===== src/mpalu_defines.vh =====
`ifndef MPALU_DEFINES_VH
`define MPALU_DEFINES_VH

// apb byte offsets
`define MPALU_OFF_INSTR 8'h00
`define MPALU_OFF_STATUS 8'h04
`define MPALU_OFF_DREG 8'h08
`define MPALU_OFF_AREG 8'h0c
`define MPALU_OFF_LSRADDR 8'h10
`define MPALU_OFF_LSRDATA 8'h14
`define MPALU_OFF_HWERR 8'h18
`define MPALU_OFF_DEVIN 8'h1c
`define MPALU_OFF_TAGREQ 8'h20
`define MPALU_OFF_COUNTER 8'h24

// instruction command word fields
`define MPALU_CMD_HILO 16
`define MPALU_CMD_PARHI 17
`define MPALU_CMD_PARLO 18

// status fields
`define MPALU_ST_BUSY 0
`define MPALU_ST_CARRY 1
`define MPALU_ST_ZERO 2
`define MPALU_ST_PARERR 3

// operation codes, upper nibble of the instruction
`define MPALU_OP_OR_STORE 4'h8
`define MPALU_OP_OR_CMP 4'h9
`define MPALU_OP_ADD_STORE 4'ha
`define MPALU_OP_ADD_CMP 4'hb
`define MPALU_OP_AND_STORE 4'hc
`define MPALU_OP_AND_CMP 4'hd
`define MPALU_OP_XFR 4'h6

// phases of one long microcycle
`define MPALU_PH_FETCH 3'h0
`define MPALU_PH_LOOK 3'h1
`define MPALU_PH_ALU 3'h2
`define MPALU_PH_DEGATE 3'h3
`define MPALU_PH_DLOAD 3'h4
`define MPALU_PH_BUSIN 3'h5
`define MPALU_PH_LSRWR 3'h6
`define MPALU_PH_ARESET 3'h7

// reset values
`define MPALU_RST_BYTE 8'h00
`define MPALU_RST_IC 11'h000

`endif


===== src/mpalu_oddpar.v =====
`timescale 1ns/100ps
`default_nettype none

module mpalu_oddpar #(
    parameter W = 8
) (
    input wire [W-1:0] data,
    output wire parity
);

    // the W data bits and the parity bit together always odd
    assign parity = ~(^data);

endmodule // mpalu_oddpar

`default_nettype wire


===== src/mpalu_lsr.v =====
`timescale 1ns/100ps
`default_nettype none

module mpalu_lsr #(
    parameter AW = 5,
    parameter DW = 8
) (
    input wire clk,
    input wire writeEn,
    input wire [AW-1:0] writeAddr,
    input wire [DW-1:0] writeData,
    input wire [AW-1:0] readAddrA,
    output wire [DW-1:0] readDataA,
    input wire [AW-1:0] readAddrB,
    output wire [DW-1:0] readDataB
);

    // storage content is not reset, as in the real register file
    reg [DW-1:0] mem [0:(1<<AW)-1];

    always @(posedge clk)
    begin
        if (writeEn)
        begin
            mem[writeAddr] <= writeData;
        end
    end

    assign readDataA = mem[readAddrA];
    assign readDataB = mem[readAddrB];

endmodule // mpalu_lsr

`default_nettype wire


===== src/mpalu_top.v =====
// Local design decisions: the APB register port and the address map.
`include "mpalu_defines.vh"
`timescale 1ns/100ps
`default_nettype none

module mpalu_top #(
    parameter TWO_CHANNEL = 1
) (
    input wire clk,
    input wire rst_n,
    input wire psel,
    input wire penable,
    input wire pwrite,
    input wire [7:0] paddr,
    input wire [31:0] pwdata,
    output reg [31:0] prdata,
    output wire pready,
    output wire pslverr,
    input wire [7:0] channelBusOut,
    input wire [7:0] hwErrIn,
    input wire [7:0] devBusIn,
    input wire reqSupA,
    input wire reqNonSupA,
    input wire reqSupB,
    input wire reqNonSupB,
    output wire [7:0] resultBus,
    output wire carryOut,
    output wire resultZero,
    output wire cycleBusy,
    output wire [7:0] hwErrBits,
    output wire hwErrParity,
    output wire [7:0] devBitsLatched,
    output wire devBitsParity,
    output wire [7:0] tagRequestIn
);

    localparam ST_IDLE = 2'b01;
    localparam ST_RUN = 2'b10;

    function isAluOp;
        input [3:0] op;
        begin
            isAluOp = (op == `MPALU_OP_OR_STORE) ||
                      (op == `MPALU_OP_OR_CMP) ||
                      (op == `MPALU_OP_ADD_STORE) ||
                      (op == `MPALU_OP_ADD_CMP) ||
                      (op == `MPALU_OP_AND_STORE) ||
                      (op == `MPALU_OP_AND_CMP);
        end
    endfunction

    reg [1:0] state_q;
    reg [1:0] state_d;
    reg [2:0] phase_q;
    reg [18:0] cmd_q;
    reg [15:0] instr_q;
    reg hiLo_q;
    reg [10:0] ic_q;
    reg [10:0] lookahead_q;
    reg [7:0] aReg_q;
    reg [7:0] aluOut_q;
    reg aluCarry_q;
    reg degate_q;
    reg [7:0] dReg_q;
    reg carry_q;
    reg parErr_q;
    reg [7:0] devBits_q;
    reg [7:0] tagReg_q;
    reg [4:0] lsrAddr_q;

    wire [3:0] opCode;
    wire bit3;
    wire [3:0] field1;
    wire [7:0] constField;
    wire [4:0] lsrSel;
    wire [7:0] aBus;
    wire [7:0] bBus;
    wire [7:0] apbLsrData;
    wire [8:0] sum;
    wire aluOp;
    wire xfrOp;
    wire running;
    // a generator output high flags a nine-bit group with even parity
    wire parHiBad;
    wire parLoBad;
    wire seqLsrWe;
    wire apbLsrWe;
    wire lsrWe;
    wire [7:0] lsrWData;
    wire [4:0] lsrWAddr;
    wire apbSetup;
    wire apbAccess;
    wire apbWrite;
    wire decodeHit;
    wire busyRefuse;
    reg [7:0] aluNext;
    reg [7:0] dIn;
    reg [31:0] readMux;

    assign opCode = instr_q[15:12];
    assign bit3 = instr_q[12];
    assign field1 = instr_q[11:8];
    assign constField = instr_q[7:0];
    assign lsrSel = {hiLo_q, field1};
    assign aluOp = isAluOp(opCode);
    assign xfrOp = (opCode == `MPALU_OP_XFR);
    assign running = (state_q == ST_RUN);

    assign aBus = aReg_q | constField;

    // B bus always sees the addressed byte; apb port reads the other side
    mpalu_lsr #(
        .AW(5),
        .DW(8)
    ) uLsr (
        .clk(clk),
        .writeEn(lsrWe),
        .writeAddr(lsrWAddr),
        .writeData(lsrWData),
        .readAddrA(lsrSel),
        .readDataA(bBus),
        .readAddrB(lsrAddr_q),
        .readDataB(apbLsrData)
    );

    assign sum = {1'b0, aBus} + {1'b0, bBus};

    always @*
    begin
        aluNext = 8'h00;
        case (opCode)
            `MPALU_OP_ADD_STORE, `MPALU_OP_ADD_CMP:
                aluNext = sum[7:0];
            `MPALU_OP_AND_STORE, `MPALU_OP_AND_CMP:
                aluNext = aBus & bBus;
            `MPALU_OP_OR_STORE, `MPALU_OP_OR_CMP:
                aluNext = aBus | bBus;
            default:
                aluNext = 8'h00;
        endcase
    end

    // sources are wired-or; a source that is off adds zeros, so unused
    // positions end up cleared on the load pulse
    always @*
    begin
        dIn = 8'h00;
        if (!degate_q)
        begin
            dIn = dIn | aluOut_q;
        end
        if (xfrOp)
        begin
            dIn = dIn | channelBusOut;
        end
    end

    // bit 3 set blocks the write gate for every compare-only variant
    assign seqLsrWe = running && (phase_q == `MPALU_PH_LSRWR) &&
                      (aluOp || xfrOp) && !bit3;

    mpalu_oddpar #(
        .W(9)
    ) uParHi (
        .data({cmd_q[15:8], cmd_q[`MPALU_CMD_PARHI]}),
        .parity(parHiBad)
    );

    mpalu_oddpar #(
        .W(9)
    ) uParLo (
        .data({cmd_q[7:0], cmd_q[`MPALU_CMD_PARLO]}),
        .parity(parLoBad)
    );

    always @*
    begin
        state_d = state_q;
        case (state_q)
            ST_IDLE:
                if (apbWrite && paddr == `MPALU_OFF_INSTR)
                begin
                    state_d = ST_RUN;
                end
            ST_RUN:
                if (phase_q == `MPALU_PH_ARESET)
                begin
                    state_d = ST_IDLE;
                end
            default:
                state_d = ST_IDLE;
        endcase
    end

    always @(posedge clk)
    begin
        if (!rst_n)
        begin
            state_q <= ST_IDLE;
            phase_q <= `MPALU_PH_FETCH;
            cmd_q <= 19'h00000;
            instr_q <= 16'h0000;
            hiLo_q <= 1'b0;
            ic_q <= `MPALU_RST_IC;
            lookahead_q <= `MPALU_RST_IC;
            aluOut_q <= `MPALU_RST_BYTE;
            aluCarry_q <= 1'b0;
            degate_q <= 1'b0;
            dReg_q <= `MPALU_RST_BYTE;
            carry_q <= 1'b0;
            devBits_q <= `MPALU_RST_BYTE;
        end
        else
        begin
            state_q <= state_d;
            if (!running && apbWrite && paddr == `MPALU_OFF_INSTR)
            begin
                cmd_q <= pwdata[18:0];
                phase_q <= `MPALU_PH_FETCH;
            end
            if (apbWrite && !running && paddr == `MPALU_OFF_COUNTER)
            begin
                ic_q <= pwdata[10:0];
            end
            if (running)
            begin
                phase_q <= phase_q + 3'h1;
                case (phase_q)
                    `MPALU_PH_FETCH:
                    begin
                        ic_q <= ic_q + 11'h001;
                        instr_q <= cmd_q[15:0];
                        hiLo_q <= cmd_q[`MPALU_CMD_HILO];
                        degate_q <= 1'b0;
                    end
                    `MPALU_PH_LOOK:
                        lookahead_q <= ic_q + 11'h001;
                    `MPALU_PH_ALU:
                    begin
                        aluOut_q <= aluNext;
                        aluCarry_q <= sum[8];
                    end
                    `MPALU_PH_DEGATE:
                        if (xfrOp)
                        begin
                            degate_q <= 1'b1;
                        end
                    `MPALU_PH_DLOAD:
                        // only alu and transfer touch the result register
                        if (aluOp || xfrOp)
                        begin
                            dReg_q <= dIn;
                            if (opCode == `MPALU_OP_ADD_STORE ||
                                opCode == `MPALU_OP_ADD_CMP)
                            begin
                                carry_q <= aluCarry_q;
                            end
                        end
                    `MPALU_PH_BUSIN:
                        devBits_q <= devBusIn;
                    default:
                        phase_q <= phase_q + 3'h1;
                endcase
            end
        end
    end

    // parity flag: the check at fetch beats a same-cycle software clear
    always @(posedge clk)
    begin
        if (!rst_n)
        begin
            parErr_q <= 1'b0;
        end
        else if (running && phase_q == `MPALU_PH_FETCH &&
                 (parHiBad || parLoBad))
        begin
            parErr_q <= 1'b1;
        end
        else if (apbWrite && paddr == `MPALU_OFF_STATUS &&
                 pwdata[`MPALU_ST_PARERR])
        begin
            parErr_q <= 1'b0;
        end
    end

    // software loads A only while idle, so the phase 7 clear never races
    always @(posedge clk)
    begin
        if (!rst_n)
        begin
            aReg_q <= `MPALU_RST_BYTE;
        end
        else if (running && phase_q == `MPALU_PH_ARESET && aluOp)
        begin
            aReg_q <= `MPALU_RST_BYTE;
        end
        else if (apbWrite && !running && paddr == `MPALU_OFF_AREG)
        begin
            aReg_q <= pwdata[7:0];
        end
    end

    always @(posedge clk)
    begin
        if (!rst_n)
        begin
            tagReg_q <= `MPALU_RST_BYTE;
            lsrAddr_q <= 5'h00;
        end
        else
        begin
            if (TWO_CHANNEL != 0)
            begin
                tagReg_q <= {4'h0, reqSupA, reqNonSupA,
                             reqSupB, reqNonSupB};
            end
            else
            begin
                tagReg_q <= `MPALU_RST_BYTE;
            end
            if (apbWrite && paddr == `MPALU_OFF_LSRADDR)
            begin
                lsrAddr_q <= pwdata[4:0];
            end
        end
    end

    assign apbSetup = psel && !penable;
    assign apbAccess = psel && penable;
    assign decodeHit = (paddr == `MPALU_OFF_INSTR) ||
                       (paddr == `MPALU_OFF_STATUS) ||
                       (paddr == `MPALU_OFF_DREG) ||
                       (paddr == `MPALU_OFF_AREG) ||
                       (paddr == `MPALU_OFF_LSRADDR) ||
                       (paddr == `MPALU_OFF_LSRDATA) ||
                       (paddr == `MPALU_OFF_HWERR) ||
                       (paddr == `MPALU_OFF_DEVIN) ||
                       (paddr == `MPALU_OFF_TAGREQ) ||
                       (paddr == `MPALU_OFF_COUNTER);
    // writes that would race the sequencer are refused while busy
    assign busyRefuse = running && pwrite &&
                        ((paddr == `MPALU_OFF_INSTR) ||
                         (paddr == `MPALU_OFF_AREG) ||
                         (paddr == `MPALU_OFF_LSRDATA) ||
                         (paddr == `MPALU_OFF_COUNTER));
    assign pready = 1'b1;
    assign pslverr = apbAccess && (!decodeHit || busyRefuse);
    assign apbWrite = apbAccess && pwrite && decodeHit;
    assign apbLsrWe = apbWrite && !running &&
                      (paddr == `MPALU_OFF_LSRDATA);
    assign lsrWe = seqLsrWe || apbLsrWe;
    assign lsrWAddr = seqLsrWe ? lsrSel : lsrAddr_q;
    assign lsrWData = seqLsrWe ? dReg_q : pwdata[7:0];

    always @*
    begin
        readMux = 32'h00000000;
        case (paddr)
            `MPALU_OFF_INSTR:
                readMux = {16'h0000, instr_q};
            `MPALU_OFF_STATUS:
                readMux = {28'h0000000, parErr_q, resultZero,
                           carry_q, running};
            `MPALU_OFF_DREG:
                readMux = {24'h000000, dReg_q};
            `MPALU_OFF_AREG:
                readMux = {24'h000000, aReg_q};
            `MPALU_OFF_LSRADDR:
                readMux = {27'h0000000, lsrAddr_q};
            `MPALU_OFF_LSRDATA:
                readMux = {24'h000000, apbLsrData};
            `MPALU_OFF_HWERR:
                readMux = {23'h000000, hwErrParity, hwErrBits};
            `MPALU_OFF_DEVIN:
                readMux = {23'h000000, devBitsParity, devBits_q};
            `MPALU_OFF_TAGREQ:
                readMux = {24'h000000, tagReg_q};
            `MPALU_OFF_COUNTER:
                readMux = {5'h00, lookahead_q, 5'h00, ic_q};
            default:
                readMux = 32'h00000000;
        endcase
    end

    // read data is captured in setup so it comes from a flop in access
    always @(posedge clk)
    begin
        if (!rst_n)
        begin
            prdata <= 32'h00000000;
        end
        else if (apbSetup && !pwrite)
        begin
            prdata <= readMux;
        end
    end

    // error path is transparent by design: no gate, no latchback
    assign hwErrBits = hwErrIn;

    mpalu_oddpar #(
        .W(8)
    ) uParErr (
        .data(hwErrIn),
        .parity(hwErrParity)
    );

    mpalu_oddpar #(
        .W(8)
    ) uParDev (
        .data(devBits_q),
        .parity(devBitsParity)
    );

    assign resultBus = dReg_q;
    assign carryOut = carry_q;
    assign resultZero = (dReg_q == 8'h00);
    assign cycleBusy = running;
    assign devBitsLatched = devBits_q;
    assign tagRequestIn = tagReg_q;

endmodule // mpalu_top

`default_nettype wire


===== config.mk =====
export PLATFORM = sky130hd
export DESIGN_NAME = mpalu_top
export DESIGN_NICKNAME = d
export VERILOG_FILES = /design/src/mpalu_oddpar.v /design/src/mpalu_lsr.v /design/src/mpalu_top.v
export VERILOG_INCLUDE_DIRS = /design/src
export SDC_FILE = /design/constraint.sdc
export NUM_CORES = 1
export LEC_CHECK = 0
export ABC_AREA = 1
export BUFFER_PORTS_ARGS = -buffer_cell sky130_fd_sc_hd__buf_2
export CAP_MARGIN = 20
export CORE_ASPECT_RATIO = 0.6
export CORE_UTILIZATION = 45
export CTS_BUF_LIST = sky130_fd_sc_hd__clkbuf_2
export CTS_CLUSTER_SIZE = 16
export DETAILED_ROUTE_END_ITERATION = 10
export PLACE_DENSITY = 0.67
export SKIP_CTS_REPAIR_TIMING = 1
export SLEW_MARGIN = 30
export SYNTH_ARGS = -nofsm -noshare
export SYNTH_HDL_FRONTEND = slang
export SYNTH_SLANG_ARGS = --single-unit

===== constraint.sdc =====
create_clock -name clk -period 8.6 [get_ports clk]
set_clock_uncertainty 0.05 [all_clocks]
set_input_delay 1.29 -clock clk [delete_from_list [all_inputs] [get_ports clk]]
set_output_delay 1.29 -clock clk [all_outputs]
set_load 0.02 [all_outputs]

Yosys cells after proc, flatten, opt, wreduce, memory -nomap -nowiden
Memories as Yosys holds them, arrays and structs flattened. A register that Yosys moved wholly into a read port is not among the register bits.
Cells that the tools add are included.
{"block": "word_totals", "out_inout_bits": 71, "wordCells": 157, "regBits": 144, "input_bits": 73, "mem_count": 1, "mem_bits_rw": 256}
{"memory": "uLsr.mem", "depth": 32, "width": 8, "rd": 2, "rd_ports_with_merged_regs": 2, "write_ports": 1, "line": "mpalu_lsr.v:19", "text": "reg [DW-1:0] mem [0:(1<<AW)-1];"}
{"block": "op_classes", "n_reduce_logical": 73, "n_mux": 24, "n_eq_ne": 28, "addsub": 3, "bitwise_logic": 9}
{"cell": "case mux 27 bit (10 select lines)", "count": 1}
{"cell": "two-way mux 11 bit", "count": 3}
{"cell": "equality test 8 x 5 -> 1 bit, second input constant", "count": 4}
{"cell": "two-way mux 5 bit", "count": 5}
{"cell": "equality test 4 bit, second input constant", "count": 6}
{"cell": "logical AND 1 bit", "count": 24}
{"cell": "two-way mux 8 bit", "count": 3}
{"cell": "bitwise OR 8 bit", "count": 3}
{"cell": "case mux 8 bit (3 select lines)", "count": 1}
{"cell": "logical OR 1 bit", "count": 22}
{"cell": "XOR reduction 9 bit", "count": 2}
{"cell": "equality test 8 x 4 -> 1 bit, second input constant", "count": 2}
{"cell": "equality test 8 x 6 -> 1 bit, second input constant", "count": 2}
{"cell": "logical NOT 8 bit", "count": 2}
{"cell": "XOR reduction 8 bit", "count": 2}
{"cell": "equality test 3 bit, second input constant", "count": 4}
{"cell": "adder 11 x 1 -> 11 bit, second input constant", "count": 1}
{"cell": "AND reduction 2 bit", "count": 5}
{"cell": "adder 8 x 8 -> 9 bit", "count": 1}
{"cell": "AND 8 bit", "count": 1}
{"cell": "equality test 8 x 3 -> 1 bit, second input constant", "count": 1}
{"cell": "OR reduction 2 bit", "count": 4}
{"cell": "equality test 3 x 2 -> 1 bit, second input constant", "count": 2}
{"cell": "two-way mux 3 bit", "count": 2}
{"cell": "other kinds (17)", "count": 34}

Depth between registers and ports, before layout
{"block": "logic_depth", "depth_word": 16, "depth_mapped": 22, "ltp_nobuf": 18}

Modules after synthesis
Synthesis repeated with hierarchy kept, for this count alone.
{"block": "hier_totals", "hier_cells": 2788, "hier_area_um2": 21261.6}
{"module": "mpalu_lsr", "area_per_inst_um2": 13340.3, "cells_each": 1523, "n_inst": 1, "seq_area_each_um2": 7687.4}
{"module": "mpalu_top", "area_per_inst_um2": 7325.8, "cells_each": 1117, "n_inst": 1, "seq_area_each_um2": 2702.6}
{"module": "mpalu_oddpar at uParHi ...", "area_per_inst_um2": 152.6, "cells_each": 37, "n_inst": 2, "seq_area_each_um2": 0.0}
{"module": "mpalu_oddpar at uParDev ...", "area_per_inst_um2": 145.1, "cells_each": 37, "n_inst": 2, "seq_area_each_um2": 0.0}

Least setup slack after synthesis
No wires, ideal clock.
{"block": "synth_path", "path_kind": "in2out", "startpoint": "in paddr[3]", "endpoint": "out pslverr", "required_time_ns": 7.260, "slack_ns": 4.790, "path_stages": 7, "arrival_ns": 2.470, "n_path_buf": 1, "cell_sequence": "buf_2 -> inv_2 -> nand3_2 -> nor2_4 -> nor2_1 -> nand3_2 -> o21ai_0"}
{"block": "synth_via", "elab_chain_len": 13, "elab_cells_between_ends": 26, "classes_between": "eq/ne: 9; reduce/logical: 17"}
{"item": "start, declared", "line": "mpalu_top.v:14", "text": "input wire [7:0] paddr,"}
{"item": "equality test 8 x 3 -> 1 bit or logical NOT 8 bit (tied branches)"}
{"item": "logical OR 1 bit (9 in series)", "line": "mpalu_top.v:331", "text": "assign decodeHit = (paddr == `MPALU_OFF_INSTR) ||"}
{"item": "logical NOT 1 bit", "line": "mpalu_top.v:348", "text": "assign pslverr = apbAccess && (!decodeHit || busyRefuse);"}
{"item": "logical OR 1 bit *", "line": "mpalu_top.v:348"}
{"item": "logical AND 1 bit *", "line": "mpalu_top.v:348"}
{"item": "end, declared", "line": "mpalu_top.v:18", "text": "output wire pslverr,"}
Mark *: on every way between the ends. The rest lies on a longest branch, timed or not.

==> results_dict.tcl <==
set metrics [dict create \
    outcome "finished, final reports clean" \
    swShare_pct 25.7 \
    insertion_delay_ns 1.06 \
    synth_area_um2 20300 \
    initialDrtViolationCount 2927 \
    grt_pass1_wl_um 102000 \
    final_nets 2650 \
    vias 18735 \
    reg2reg_depth 19 \
    hold_violations 0 \
    internal_power_mw 2.54 \
    hold_depth 3 \
    fmax_mhz 212 \
    rr_endpoint "aluOut_q[7]" \
    period_needed_ns 4.71 \
    ys_ff_latch 401 \
    p_switching_mw 0.881 \
    maxCapViolations 0 \
    wire_per_inst_um 21.1 \
    seq_area_frac_synth_pct 52.2 \
    wl_met3_um 10100 \
    core-area_um2 43800 \
    cts_num_sinks 401 \
    grt_overflow 0 \
    fin_crit_sh_pct 54.8 \
    cp_data_required_time_ns 9.51 \
    p_leak_nw 8.93 \
    clock_tree.root_cell "clkbuf_2" \
    critPathMaxFanout 65 \
    rsz0062_at_grt "false" \
    layout-drive-gt1-share_pct 13.4 \
    seq_area_um2 10600 \
    syn_inst 2467 \
    path_clk_slew_ns 0.12 \
    p_total_mw 3.43 \
    topRoutingLayerUsed "met4" \
    critical_path_arrival_ns 5.62 \
    drc_errors 0 \
    numCtsBuffers 92 \
    synth-warning-count 0 \
    drv_slew 0 \
    rows 59 \
    chipHeight_um 166 \
    power_frac_seq_pct 59.7 \
    synth.distinct_cells 40 \
    hp-class "primary input to flop" \
    grt_pass1_vias 17509 \
    end_kind "flop" \
    p_per_area_nw_per_um2 155 \
    setup_tns_ns 0 \
    post-dp-hpwl_um 44300 \
    rrSetupSlack_ns 3.89 \
    startpoint_type "flop" \
    clk_path_buf_depth 3 \
    setup_viol 0 \
    worstSetupPathType "flop to flop" \
    die_area_um2 45900 \
    fill_cells 4186 \
    ios 144 \
    slew_headroom_pct 28.4 \
    wl_met1_um 29300 \
    htreeDepth 3 \
    cts_tree "yes" \
    place_congestion 0.970 \
    syn2layout_area_growth_pct 8.74 \
    p_clk_share_pct 37.1 \
    first_pass_iters 6 \
    grt_use_total_pct 29.0 \
    dieWidth_um 276 \
    viasPerCell 5.85 \
    hold_end "tagRequestIn[2]" \
    worst_pin_slew_ns 1.07 \
    multi_input_area_um2 8470 \
    min_from "reqNonSupA" \
    p_comb_share_pct 3.2 \
    drt-total-wl_um 67700 \
    avgSynthCellArea_um2 8.22 \
    grt_max_degree 94 \
    start_util_pct 46.2 \
    antenna_found_initial 3 \
    irDropWorstVdd_uv 99.1 \
    detail-route-antenna-nets 0 \
    io_buffers 120 \
    wl_met2_um 26900 \
]
how the worst max path moves through the flow:
stage,start,endpoint,slack [ns],cells past startpoint
after floorplan,paddr[3],pslverr,4.79,7
after global placement,flop,aluOut_q[5],3.96,18
after detailed placement,flop,aluOut_q[5],3.94,18
after CTS,flop,aluOut_q[5],3.92,18
after global routing,flop,aluOut_q[6],3.68,17
final,flop,aluOut_q[7],3.89,19
cell usage after synthesis, drive strengths merged:
| cell | instances | area share, % |
|---|---|---|
| and2 | 2 | 0.062 |
| clkbuf | 102 | 1.9 |
| nand2 | 595 | 11 |
| dfxtp | 145 | 14 |
| xnor2 | 18 | 0.78 |
| nand3 | 304 | 7.8 |
| o22ai | 18 | 0.56 |
| a221oi | 8 | 0.35 |
| a31oi | 2 | 0.062 |
| xor2 | 15 | 0.65 |
| nand3b | 4 | 0.15 |
| o21bai | 1 | 0.037 |
| a21oi | 96 | 2.4 |
| edfxtp | 256 | 38 |
| nor2 | 304 | 5.9 |
| fa | 1 | 0.099 |
| o21ai | 259 | 6.5 |
| conb | 2 | 0.037 |
| o221ai | 49 | 2.1 |
| ha | 23 | 1.4 |
| o211ai | 3 | 0.11 |
| nand4 | 27 | 0.83 |
| clkinv | 4 | 0.074 |
| nor3 | 9 | 0.25 |
| or2 | 4 | 0.12 |
| inv | 154 | 2.9 |
| buf | 62 | 1.7 |
power by group through the flow:
stage          logic (mW)  registers [mW]  clock network (mW)
2_1_floorplan      0.0559            2.10                   0
3_3_place_gp        0.106            2.09                   0
3_5_place_dp        0.108            2.09                   0
4_1_cts             0.108            2.05                1.28
5_1_grt             0.118            2.05                1.38
6_report            0.111            2.05                1.27
worst max-delay path, stage by stage, from the launching register on:
cell	delay, ns
dfxtp_2	0.32
buf_4	0.38
inv_1	0.45
buf_4	0.64
o21ai_0	0.23
o221ai_1	0.25
nand3_1	0.12
nand2_1	0.35
inv_1	0.08
o21ai_0	0.32
inv_1	0.09
ha_1	0.41
nand2_1	0.10
nand3_1	0.14
nand4_1	0.13
nand3_1	0.12
nand2_1	0.05
o21ai_0	0.17
nand2_1	0.07
a21oi_1	0.13
metrics by stage:
| step | cell area, um^2 | instances | worst slack (ns) | hold slack (ns) | util [%] |
|---|---|---|---|---|---|
| floorplan | 20300 | 2475 | 4.79 | 0.386 | - |
| global route | 22000 | 3203 | 3.68 | 0.305 | 50.3 |
| global placement | 21200 | 3038 | 3.96 | 0.403 | 48.3 |
| CTS | 22000 | 3202 | 3.92 | 0.308 | 50.2 |
| detailed placement | 21200 | 3038 | 3.94 | 0.404 | 48.3 |
| finish | 22000 | 3203 | 3.89 | 0.355 | 50.3 |
state kept, by name, summed over array words and instances (netlist names), named ones only:
name and count:
lsrAddr_q 5, devBitsLatched 8, resultBus 8, parErr_q 1, lookahead_q 11, instr_q 16
prdata 27, aluOut_q 8, hiLo_q 1, tagRequestIn 4, aluCarry_q 1, phase_q 3
uLsr.mem 256, degate_q 1, ic_q 11, state_q 2, aReg_q 8, cmd_q 19
carryOut 1
logic make-up (layout without fill, tap and decap cells):
logic type / count (synthesis) / in the layout / synth area share (%)
xor+xnor: 33 / 33 / 1.43
other cells: 2 / 11 / 0.0370
flops: 401 / 401 / 52.2
fa+ha+maj: 24 / 24 / 1.52
compound gates: 436 / 436 / 12.1
simple gates: 1249 / 1249 / 26.1
buf+inv: 322 / 470 / 6.53
layer usage:
metal  track usage (%)  vias up
met3              10.6      138
li1                  -     8588
met5                 0        -
met4              8.82        0
met2              39.1     1180
met1              42.6     8829
cell usage in the layout (no fill, tap or decap), types with 6 or more instances in the layout:
cell	n
clkbuf_2	132
o22ai_1	18
dfxtp_1	141
nand4_1	27
inv_1	145
inv_2	8
o21ai_0	242
nand3_1	296
nand2_1	592
xor2_1	15
a21oi_2	6
xnor2_1	18
a221oi_1	8
nor2_2	19
o221ai_1	49
nor3_1	7
ha_1	23
buf_4	27
o21ai_1	12
nor2_1	280
a21oi_1	90
buf_2	120
edfxtp_1	256
clkinv_1	29
conb_1	10
cell type report:
cell class                 instances  area share [%]
antenna                            1          0.0113
clock buffer                     132            3.00
clock inverter                    32           0.817
inverter                         158            2.70
multi-input combinational       1752            38.4
sequential                       401            48.1
tap                              579            3.29
timing repair buffer             148            3.69
Power figures use the tool's default switching activity.
